--- src/core/hcis_cfg.svh ---
// Register offsets, field positions and reset values of the host channel interrupt block
`ifndef HCIS_CFG_SVH
`define HCIS_CFG_SVH

// Offsets are not multiples of four: these are indices, byte address is four times the index
`define HCIS_IDX_CTRL_STAT    8'hE5
`define HCIS_IDX_BULK_STAT    8'hE6
`define HCIS_IDX_GENB_STAT    8'hE7
`define HCIS_IDX_GENC_STAT    8'hE8
`define HCIS_IDX_GEND_STAT    8'hE9
`define HCIS_IDX_GENE_STAT    8'hEA
`define HCIS_IDX_LINK_EN      8'hF0
`define HCIS_IDX_STATE_EN     8'hF1
`define HCIS_IDX_BUF_EN       8'hF2
`define HCIS_IDX_CHAN_EN0     8'hC0
`define HCIS_IDX_CTRL         8'hC8
`define HCIS_IDX_SUMMARY      8'hC9
`define HCIS_IDX_IRQ_STAT     8'hCA
`define HCIS_IDX_IRQ_MASK     8'hCB
`define HCIS_IDX_RESULT0      8'hD0

`define HCIS_BIT_DONE         7
`define HCIS_BIT_ACK          6
`define HCIS_BIT_ERR          5
`define HCIS_BIT_COND         4
`define HCIS_BIT_ASSIST_DONE  1
`define HCIS_BIT_ASSIST_ABORT 0

`define HCIS_CTRL_CH_MASK     8'hF3
`define HCIS_GEN_CH_MASK      8'hF0
`define HCIS_LINK_EN_MASK     8'h1F
`define HCIS_STATE_EN_MASK    8'h0F
`define HCIS_BUF_EN_MASK      8'h77
`define HCIS_RESET_VAL        8'h00
`define HCIS_RETRY_LIMIT      2'h3

`endif

--- src/core/hcis_pkg.sv ---
// Types shared by the host channel interrupt block
package hcis_pkg;
   typedef enum logic [1:0] {
      HCIS_XFER_CTRL,
      HCIS_XFER_BULK,
      HCIS_XFER_INTR,
      HCIS_XFER_ISO
   } hcis_xfer_t;

   typedef enum logic [1:0] {
      HCIS_STAGE_FIRST,
      HCIS_STAGE_DATA,
      HCIS_STAGE_STATUS
   } hcis_stage_t;
endpackage : hcis_pkg

--- src/core/hcis_top.sv ---
// Host channel interrupt status, enables, summary and APB slave
`timescale 1ns/1ps
`default_nettype none
`include "hcis_cfg.svh"

// What this block does
// - Writing one clears a channel flag
// - Control done flag after all stages end
// - Control ack count counts data stage only
// - Retry error sets transaction error flag
// - Three retries (general channels: bulk and interrupt only) or stall sets condition flag
// - Go bit raise sets condition, reports result
// - Control assist done on completion or stop
// - Control assist abort on error or stop
// - Bulk done flag after all transports end
// - Bulk ack count counts data transport only
// - Bulk assist done on status or stop
// - Bulk assist abort on error or stop
// - Isochronous buffer overrun sets error flag
// - General channel condition flag, low bits reserved
// - Enable bits gate status into summary
// - Link enables frozen in low power states
// - Summary bit reflects enabled channel factors
module hcis_top #(
   parameter int NCH = 6
) (
   input  wire logic                 sys_clk_i,
   input  wire logic                 sys_rst_i,
   input  wire logic                 psel_i,
   input  wire logic                 penable_i,
   input  wire logic                 pwrite_i,
   input  wire logic [11:0]          paddr_i,
   input  wire logic [31:0]          pwdata_i,
   input  wire logic [3:0]           pstrb_i,
   output logic      [31:0]          prdata_o,
   output logic                      pready_o,
   output logic                      pslverr_o,
   input  wire logic [NCH-1:0]       xfer_done_i,
   input  wire logic [NCH-1:0]       txn_ok_i,
   input  wire logic [NCH-1:0]       txn_retry_err_i,
   input  wire logic [NCH-1:0]       txn_halt_i,
   input  wire logic [NCH-1:0]       buf_overrun_i,
   input  wire logic [NCH-1:0]       go_raise_i,
   input  wire logic [NCH*4-1:0]     result_code_i,
   input  wire logic [NCH*2-1:0]     xfer_type_i,
   input  wire logic [1:0]           assist_active_i,
   input  wire logic [3:0]           assist_stage_i,
   input  wire logic [1:0]           assist_go_clear_i,
   input  wire logic [1:0]           assist_stop_done_i,
   input  wire logic                 clock_only_active_state_i,
   input  wire logic                 device_active_state_i,
   input  wire logic [4:0]           link_stat_i,
   input  wire logic [3:0]           state_stat_i,
   input  wire logic [7:0]           buf_stat_i,
   output logic [2:0]                top_irq_summary_o,
   output logic [NCH-1:0]            chan_summary_o,
   output logic                      irq_o
);

   // ****************************************
   // Register bus decode
   // ****************************************
   logic       acc;
   logic       wr;
   logic [7:0] idx;
   logic       mapped;
   assign acc = psel_i & penable_i;
   assign wr  = acc & pwrite_i & pstrb_i[0];
   assign idx = paddr_i[9:2];

   // ****************************************
   // Channel flags and counters
   // ****************************************
   logic [7:0] stat_q   [NCH];
   logic [7:0] chen_q   [NCH];
   logic [3:0] result_q [NCH];
   logic [7:0] ack_target_q [NCH];
   logic [7:0] ack_cnt_q    [NCH];
   logic [1:0] retry_q      [NCH];
   logic [NCH-1:0] ch_summary;
   logic frozen;
   logic stop_ok_ctrl;
   assign frozen = clock_only_active_state_i | device_active_state_i;

   genvar c;
   generate
      for (c = 0; c < NCH; c++) begin : g_ch
         logic [7:0] set_v;
         logic [7:0] clr_v;
         logic [7:0] imp;
         logic       assist;
         logic       in_data;
         logic       in_status;
         logic       counts;
         logic       three;
         logic       halt_err;
         logic       iso_ovr;
         logic       asst_done_set;
         logic       asst_abort_set;
         assign imp    = (c < 2) ? `HCIS_CTRL_CH_MASK : `HCIS_GEN_CH_MASK;
         assign three  = txn_retry_err_i[c] & (retry_q[c] == (`HCIS_RETRY_LIMIT - 2'h1));
         assign counts = txn_ok_i[c] & (~assist | in_data);

         // ****************************************
         // Stage tracking, assisted channels only
         // ****************************************
         if (c < 2) begin : g_assist
            assign assist    = assist_active_i[c];
            assign in_data   = (assist_stage_i[c*2+:2] == hcis_pkg::HCIS_STAGE_DATA);
            assign in_status = (assist_stage_i[c*2+:2] == hcis_pkg::HCIS_STAGE_STATUS);
            assign halt_err  = three;
            assign iso_ovr   = 1'b0;
            // Normal completion, or stop after a clean status stage
            assign asst_done_set  = assist & xfer_done_i[c] & in_status
                                  | assist_go_clear_i[c] & assist_stop_done_i[c]
                                    & in_status & ~txn_retry_err_i[c];
            assign asst_abort_set = assist & (txn_retry_err_i[c] | txn_halt_i[c])
                                  | assist_go_clear_i[c] & assist_stop_done_i[c]
                                    & (~in_status | txn_retry_err_i[c]);
         end else begin : g_general
            assign assist    = 1'b0;
            assign in_data   = 1'b1;
            assign in_status = 1'b0;
            // Three retries only halt bulk and interrupt pipes
            assign halt_err  = three & ((xfer_type_i[c*2+:2] == hcis_pkg::HCIS_XFER_BULK)
                                      | (xfer_type_i[c*2+:2] == hcis_pkg::HCIS_XFER_INTR));
            assign iso_ovr   = buf_overrun_i[c] & (xfer_type_i[c*2+:2] == hcis_pkg::HCIS_XFER_ISO);
            assign asst_done_set  = 1'b0;
            assign asst_abort_set = 1'b0;
         end

         // ****************************************
         // Flag set and clear terms
         // ****************************************
         always_comb begin
            set_v = 8'h00;
            // Under assistance the engine reports the whole sequence as one done
            set_v[`HCIS_BIT_DONE]         = xfer_done_i[c] & (~assist | in_status);
            set_v[`HCIS_BIT_ACK]          = counts & (ack_cnt_q[c] + 8'h01 == ack_target_q[c]);
            set_v[`HCIS_BIT_ERR]          = txn_retry_err_i[c] | iso_ovr;
            set_v[`HCIS_BIT_COND]         = halt_err | txn_halt_i[c] | go_raise_i[c];
            set_v[`HCIS_BIT_ASSIST_DONE]  = asst_done_set;
            set_v[`HCIS_BIT_ASSIST_ABORT] = asst_abort_set;
            set_v = set_v & imp;
            clr_v = (wr && idx == `HCIS_IDX_CTRL_STAT + 8'(c)) ? pwdata_i[7:0] : 8'h00;
         end

         // Set wins over a simultaneous write-one clear
         always_ff @(posedge sys_clk_i) begin
            if (sys_rst_i) begin
               stat_q[c] <= `HCIS_RESET_VAL;
            end else begin
               stat_q[c] <= (stat_q[c] & ~clr_v) | set_v;
            end
         end

         // ****************************************
         // Ack count, retry run and result code
         // ****************************************
         always_ff @(posedge sys_clk_i) begin
            if (sys_rst_i) begin
               ack_cnt_q[c] <= 8'h00;
            end else if (counts) begin
               ack_cnt_q[c] <= set_v[`HCIS_BIT_ACK] ? 8'h00 : ack_cnt_q[c] + 8'h01;
            end
         end

         // An ok transaction, or the third retry itself, ends the run
         always_ff @(posedge sys_clk_i) begin
            if (sys_rst_i) begin
               retry_q[c] <= 2'h0;
            end else if (txn_ok_i[c] | three) begin
               retry_q[c] <= 2'h0;
            end else if (txn_retry_err_i[c]) begin
               retry_q[c] <= retry_q[c] + 2'h1;
            end
         end

         always_ff @(posedge sys_clk_i) begin
            if (sys_rst_i) begin
               result_q[c] <= 4'h0;
            end else if (go_raise_i[c]) begin
               result_q[c] <= result_code_i[c*4+:4];
            end
         end

         // ****************************************
         // Channel enables and ack target
         // ****************************************
         always_ff @(posedge sys_clk_i) begin
            if (sys_rst_i) begin
               chen_q[c]       <= `HCIS_RESET_VAL;
               ack_target_q[c] <= 8'h01;
            end else if (wr && idx == `HCIS_IDX_CHAN_EN0 + 8'(c)) begin
               chen_q[c]       <= pwdata_i[7:0] & imp;
               ack_target_q[c] <= pwdata_i[15:8];
            end
         end

         assign ch_summary[c] = |(stat_q[c] & chen_q[c]);
      end
   endgenerate
   assign stop_ok_ctrl = 1'b0;

   // ****************************************
   // Link, state and buffer enables
   // ****************************************
   logic [7:0] link_en_q;
   logic [7:0] state_en_q;
   logic [7:0] buf_en_q;

   // Link-synchronous bits have no clock in the low power states
   always_ff @(posedge sys_clk_i) begin
      if (sys_rst_i) begin
         link_en_q <= `HCIS_RESET_VAL;
      end else if (wr && idx == `HCIS_IDX_LINK_EN && !frozen) begin
         link_en_q <= pwdata_i[7:0] & `HCIS_LINK_EN_MASK;
      end
   end

   always_ff @(posedge sys_clk_i) begin
      if (sys_rst_i) begin
         state_en_q <= `HCIS_RESET_VAL;
      end else if (wr && idx == `HCIS_IDX_STATE_EN && !frozen) begin
         state_en_q <= pwdata_i[7:0] & `HCIS_STATE_EN_MASK;
      end
   end

   always_ff @(posedge sys_clk_i) begin
      if (sys_rst_i) begin
         buf_en_q <= `HCIS_RESET_VAL;
      end else if (wr && idx == `HCIS_IDX_BUF_EN) begin
         buf_en_q <= pwdata_i[7:0] & `HCIS_BUF_EN_MASK;
      end
   end

   // ****************************************
   // Summary and interrupt
   // ****************************************
   logic [2:0]     top_sum;
   logic [NCH+2:0] events;
   logic [NCH+2:0] prev_q;
   logic [NCH+2:0] irq_stat_q;
   logic [NCH+2:0] irq_mask_q;
   logic [NCH+2:0] irq_clr;
   assign top_sum[0] = |(link_stat_i & link_en_q[4:0]);
   assign top_sum[1] = |(state_stat_i & state_en_q[3:0]);
   assign top_sum[2] = |(buf_stat_i & buf_en_q);
   assign events  = {top_sum, ch_summary} & ~prev_q;
   assign irq_clr = (wr && idx == `HCIS_IDX_IRQ_STAT) ? pwdata_i[NCH+2:0] : '0;

   // ****************************************
   // Interrupt status and mask
   // ****************************************
   always_ff @(posedge sys_clk_i) begin
      if (sys_rst_i) begin
         prev_q <= '0;
      end else begin
         prev_q <= {top_sum, ch_summary};
      end
   end

   // A rising summary bit wins over a clear in the same cycle
   always_ff @(posedge sys_clk_i) begin
      if (sys_rst_i) begin
         irq_stat_q <= '0;
      end else begin
         irq_stat_q <= (irq_stat_q & ~irq_clr) | events;
      end
   end

   always_ff @(posedge sys_clk_i) begin
      if (sys_rst_i) begin
         irq_mask_q <= '0;
      end else if (wr && idx == `HCIS_IDX_IRQ_MASK) begin
         irq_mask_q <= pwdata_i[NCH+2:0];
      end
   end

   // ****************************************
   // Registered outputs
   // ****************************************
   // Summary outputs are registered, one cycle behind the flags
   always_ff @(posedge sys_clk_i) begin
      if (sys_rst_i) begin
         top_irq_summary_o <= 3'h0;
      end else begin
         top_irq_summary_o <= top_sum;
      end
   end

   always_ff @(posedge sys_clk_i) begin
      if (sys_rst_i) begin
         chan_summary_o <= '0;
      end else begin
         chan_summary_o <= ch_summary;
      end
   end

   // Built from the next status value so the line follows the status bit
   always_ff @(posedge sys_clk_i) begin
      if (sys_rst_i) begin
         irq_o <= 1'b0;
      end else begin
         irq_o <= |((irq_stat_q & ~irq_clr | events) & irq_mask_q);
      end
   end

   // ****************************************
   // Read path
   // ****************************************
   logic [31:0] rdata;
   logic [7:0]  stat_off;
   logic [7:0]  chen_off;
   logic [7:0]  res_off;
   // Offsets are cut to an entry index only after the range test passes
   assign stat_off = idx - `HCIS_IDX_CTRL_STAT;
   assign chen_off = idx - `HCIS_IDX_CHAN_EN0;
   assign res_off  = idx - `HCIS_IDX_RESULT0;

   always_comb begin
      rdata  = 32'h0000_0000;
      mapped = 1'b1;
      if (idx >= `HCIS_IDX_CTRL_STAT && idx < `HCIS_IDX_CTRL_STAT + 8'(NCH)) begin
         rdata[7:0] = stat_q[stat_off[2:0]];
      end else if (idx >= `HCIS_IDX_CHAN_EN0 && idx < `HCIS_IDX_CHAN_EN0 + 8'(NCH)) begin
         rdata[15:0] = {ack_target_q[chen_off[2:0]], chen_q[chen_off[2:0]]};
      end else if (idx >= `HCIS_IDX_RESULT0 && idx < `HCIS_IDX_RESULT0 + 8'(NCH)) begin
         rdata[3:0] = result_q[res_off[2:0]];
      end else begin
         unique case (idx)
            `HCIS_IDX_LINK_EN:  rdata[7:0] = link_en_q;
            `HCIS_IDX_STATE_EN: rdata[7:0] = state_en_q;
            `HCIS_IDX_BUF_EN:   rdata[7:0] = buf_en_q;
            `HCIS_IDX_SUMMARY:  rdata[NCH+2:0] = {top_sum, ch_summary};
            `HCIS_IDX_IRQ_STAT: rdata[NCH+2:0] = irq_stat_q;
            `HCIS_IDX_IRQ_MASK: rdata[NCH+2:0] = irq_mask_q;
            default:            mapped = 1'b0;
         endcase
      end
   end

   // ****************************************
   // Bus answer
   // ****************************************
   // Zero-wait slave: answer in the first access cycle
   always_ff @(posedge sys_clk_i) begin
      if (sys_rst_i) begin
         pready_o <= 1'b0;
      end else begin
         pready_o <= psel_i & ~penable_i;
      end
   end

   always_ff @(posedge sys_clk_i) begin
      if (sys_rst_i) begin
         pslverr_o <= 1'b0;
      end else begin
         pslverr_o <= psel_i & ~penable_i & ~mapped;
      end
   end

   // Read data is captured at setup, so it stands during the access cycle
   always_ff @(posedge sys_clk_i) begin
      if (sys_rst_i) begin
         prdata_o <= 32'h0000_0000;
      end else begin
         prdata_o <= (psel_i & ~penable_i & ~pwrite_i) ? rdata : 32'h0000_0000;
      end
   end

   logic unused;
   assign unused = ^{stop_ok_ctrl, xfer_type_i[3:0], pstrb_i[3:1], paddr_i[11:10], paddr_i[1:0],
                     pwdata_i[31:16], stat_off[7:3], chen_off[7:3], res_off[7:3]};

endmodule : hcis_top
`default_nettype wire

--- config.mk ---
export PLATFORM = sky130hd
export DESIGN_NAME = hcis_top
export DESIGN_NICKNAME = d
export VERILOG_FILES = /design/src/core/hcis_pkg.sv /design/src/core/hcis_top.sv
export VERILOG_INCLUDE_DIRS = /design/src /design/src/core
export SDC_FILE = /design/constraint.sdc
export NUM_CORES = 1
export LEC_CHECK = 0
export BUFFER_PORTS_ARGS = -buffer_cell sky130_fd_sc_hd__buf_2
export CORE_ASPECT_RATIO = 1.1
export CORE_MARGIN = 2
export CORE_UTILIZATION = 58
export DETAILED_ROUTE_END_ITERATION = 10
export PLACE_DENSITY = 0.92
export SYNTH_ARGS = -nofsm -noshare
export SYNTH_HDL_FRONTEND = slang
export SYNTH_SLANG_ARGS = --single-unit
--- constraint.sdc ---
create_clock -name sys_clk_i -period 3.65 [get_ports sys_clk_i]
set_clock_uncertainty 0.15 [all_clocks]
set_input_delay 0.5475 -clock sys_clk_i [delete_from_list [all_inputs] [get_ports sys_clk_i]]
set_output_delay 0.5475 -clock sys_clk_i [all_outputs]
set_load 0.01 [all_outputs]
==> metrics.txt <==
Reg2Reg Launch Point ack_cnt_q[1][0]; Yosys reg bits 269; Rel. slew slack 36.3%; leakage 0.00649 uW; Post-synth ARST share 0%; overall global routing resource usage 28.8%; Mapped Area 14,100 um^2; max_cap viols 0; Slowest-stage cell, CP a2111oi_0; Hold Path Depth 3; first-pass GRT wire length 58.2 mm; DRC 0; power density over cell area 458 nW/um^2; grt ovf 0; WL/cell 22.0 um; Worst-Skew Late Latency 550 ps; share of post-route cells with drive strength above 1 19.9%; hpwl dp 27.3 mm; cell taking the most area after synthesis edfxtp_1; R2R Setup Slk 940 ps; cell count after synthesis 1,253; worst slew pin tran 955 ps; Synthesis Warnings 0; Initial DRC Count 1,523; Distinct cells, synth 81; Post-CTS Resized 0; Worst Hold Launch xfer_done_i[4]; crit-path cells ha_1 -> xor2_1 -> a2111oi_0 -> nand4_1 -> nor4_4 -> nor4_1; setup slack at placement 599 ps; drt total wl 37.5 mm; Worst setup startpoint ack_cnt_q[1][0]; IO Port Bufs 150; CTS Sinks 269; Rows 59; vias in the first global route 10.6k; Synth Flop Type edfxtp_1; RSZ-0062 raised after global routing false; Initial Util 59.3%; r2r endpoint ack_cnt_q[1][2]; largest net degree at the start of global routing 51; outcome finished, final reports clean; Setup TNS 0 ps; CTS root buffer clkbuf_16; Final ANT Viol Nets 0; maximum clock insertion buffer count 3; total setup buffers inserted after CTS 0; sequential fraction of the synthesis area 49.6%; final hold violation count 0; Final Max Slew Viols 0; CP max FO 8; Crit path largest cell delay 470 ps; initial antenna violation count 0; n_diodes 0; Crit path max-delay family simple AND/OR/NAND/NOR gates; endpoint class of the critical path flop; Placer Congestion 0.967; WP data arrival 2840 ps; # H-tree levels 1; most frequent cells in the layout edfxtp_1, buf_2, nor2_1; CP Class flop to flop; Die W 153 um; Tmin final 2710 ps; CTS tree built; Net count, final 1,557; drt first pass iters 6; top cell type's share of synthesized area 34.1%; num ports 198; chip height 167 um; WP buf/inv 0; Worst Setup Start Kind flop; Hold EP stat_q[4][7]; routed via count 10.8k; synthesized area per cell 11.2 um^2; VDD IR-drop max 0.355 mV; main area contributors after synthesis edfxtp_1, dfxtp_1, and2_1, mux4_2, mux2i_1; CTS Hold Buffers Added 0; clock slew at reported path FFs 60 ps; FF-to-FF path depth 6; area delta synth->final 13.4%; final period utilization 74.3%; CTS Buf Count 28; Worst path depth 6; setup violators final 0; commonest non-fill, non-tap cell in the layout edfxtp_1; setup ws final 937 ps; drt via density 6.34; Filler Cells Inserted 1,702; max frequency 369 MHz; die area 25,500 um^2; number of flops mapped to enable cells by yosys 160; HP Class input pin to flop; core area 23,800 um^2; Critical Path RT 3780 ps
## registers in the layout, indices dropped and copies added, names as in the netlist, 12 cells and up
register,cells
result_q,24
chen_q,28
ack_target_q,48
retry_q,12
stat_q,48
ack_cnt_q,48
prdata_o,16
## worst max path at each step
stage,to,slack (ps)
3_5_place_dp,irq_o,600
5_1_grt,ack_cnt_q[1][6],790
3_3_place_gp,irq_o,610
2_1_floorplan,prdata_o[7],570
4_1_cts,ack_cnt_q[1][2],970
6_report,ack_cnt_q[1][2],940
## cell usage after synthesis, types with 9 or more instances
cell and instances:
clkbuf_1 40, mux2i_1 49, and2_1 95, a22oi_1 14
nand2b_1 16, a31oi_1 12, and3_1 52, or2_2 10
a221oi_1 12, a211oi_1 18, dfxtp_1 109, nand2_1 108
nand3_1 18, xnor3_1 17, inv_1 21, nor2b_1 12
nor4_1 9, edfxtp_1 160, o21ai_0 15, nor3_1 28
xnor2_1 41, mux4_2 24, a21oi_1 38, xor2_1 17
nor2_1 127, ha_1 21, buf_4 23
## layout make-up
cell class / count / area, um^2 / area share [%]
Timing Repair Buffer: 164 / 861 / 5.39
Clock buffer: 37 / 808 / 5.06
Multi-Input combinational cell: 898 / 6660 / 41.7
Inverter: 21 / 78.8 / 0.494
Sequential cell: 269 / 6990 / 43.8
Clock inverter: 15 / 190 / 1.19
Tap cell: 305 / 382 / 2.39
## cell families (layout without fill, tap and decap cells)
group           Yosys count  after routing  share of synthesized area [%]
simple gates            526            526                           20.3
mux                      74             74                           7.40
fa+ha+maj                21             21                           1.87
flops                   269            269                           49.6
other cells               1             16                         0.0266
compound gates          177            177                           9.37
buf+inv                 101            237                           3.54
xor+xnor                 84             84                           7.87
## per-stage QoR
stage	total power, uW	std cells	hold WS, ps	util, %	cell area [um^2]
after floorplan	4000	1268	261	-	14100
after CTS	7310	1709	70.2	67.2	16000
after global routing	7520	1709	81.5	67.2	16000
final	7310	1709	81.4	67.2	16000
after global placement	4230	1657	268	63.0	15000
after detailed placement	4270	1657	273	63.0	15000
## power breakdown
part           switching, uW  total, uW  internal (uW)
Sequential               128       3490           3370
Clock                   1220       3080           1850
Combinational            412        738            326
## layer usage
metal  part of all wire (%)  global-route usage [%]
met5                      0                       0
met4                    3.8                    10.5
met3                     11                    6.47
met2                     47                    46.1
met1                     38                    38.8
## worst min-delay path, stage by stage
cell,delay [ps]
buf_2,90
a21oi_1,40
nor2_1,70
(Power assumes the default switching activity.)
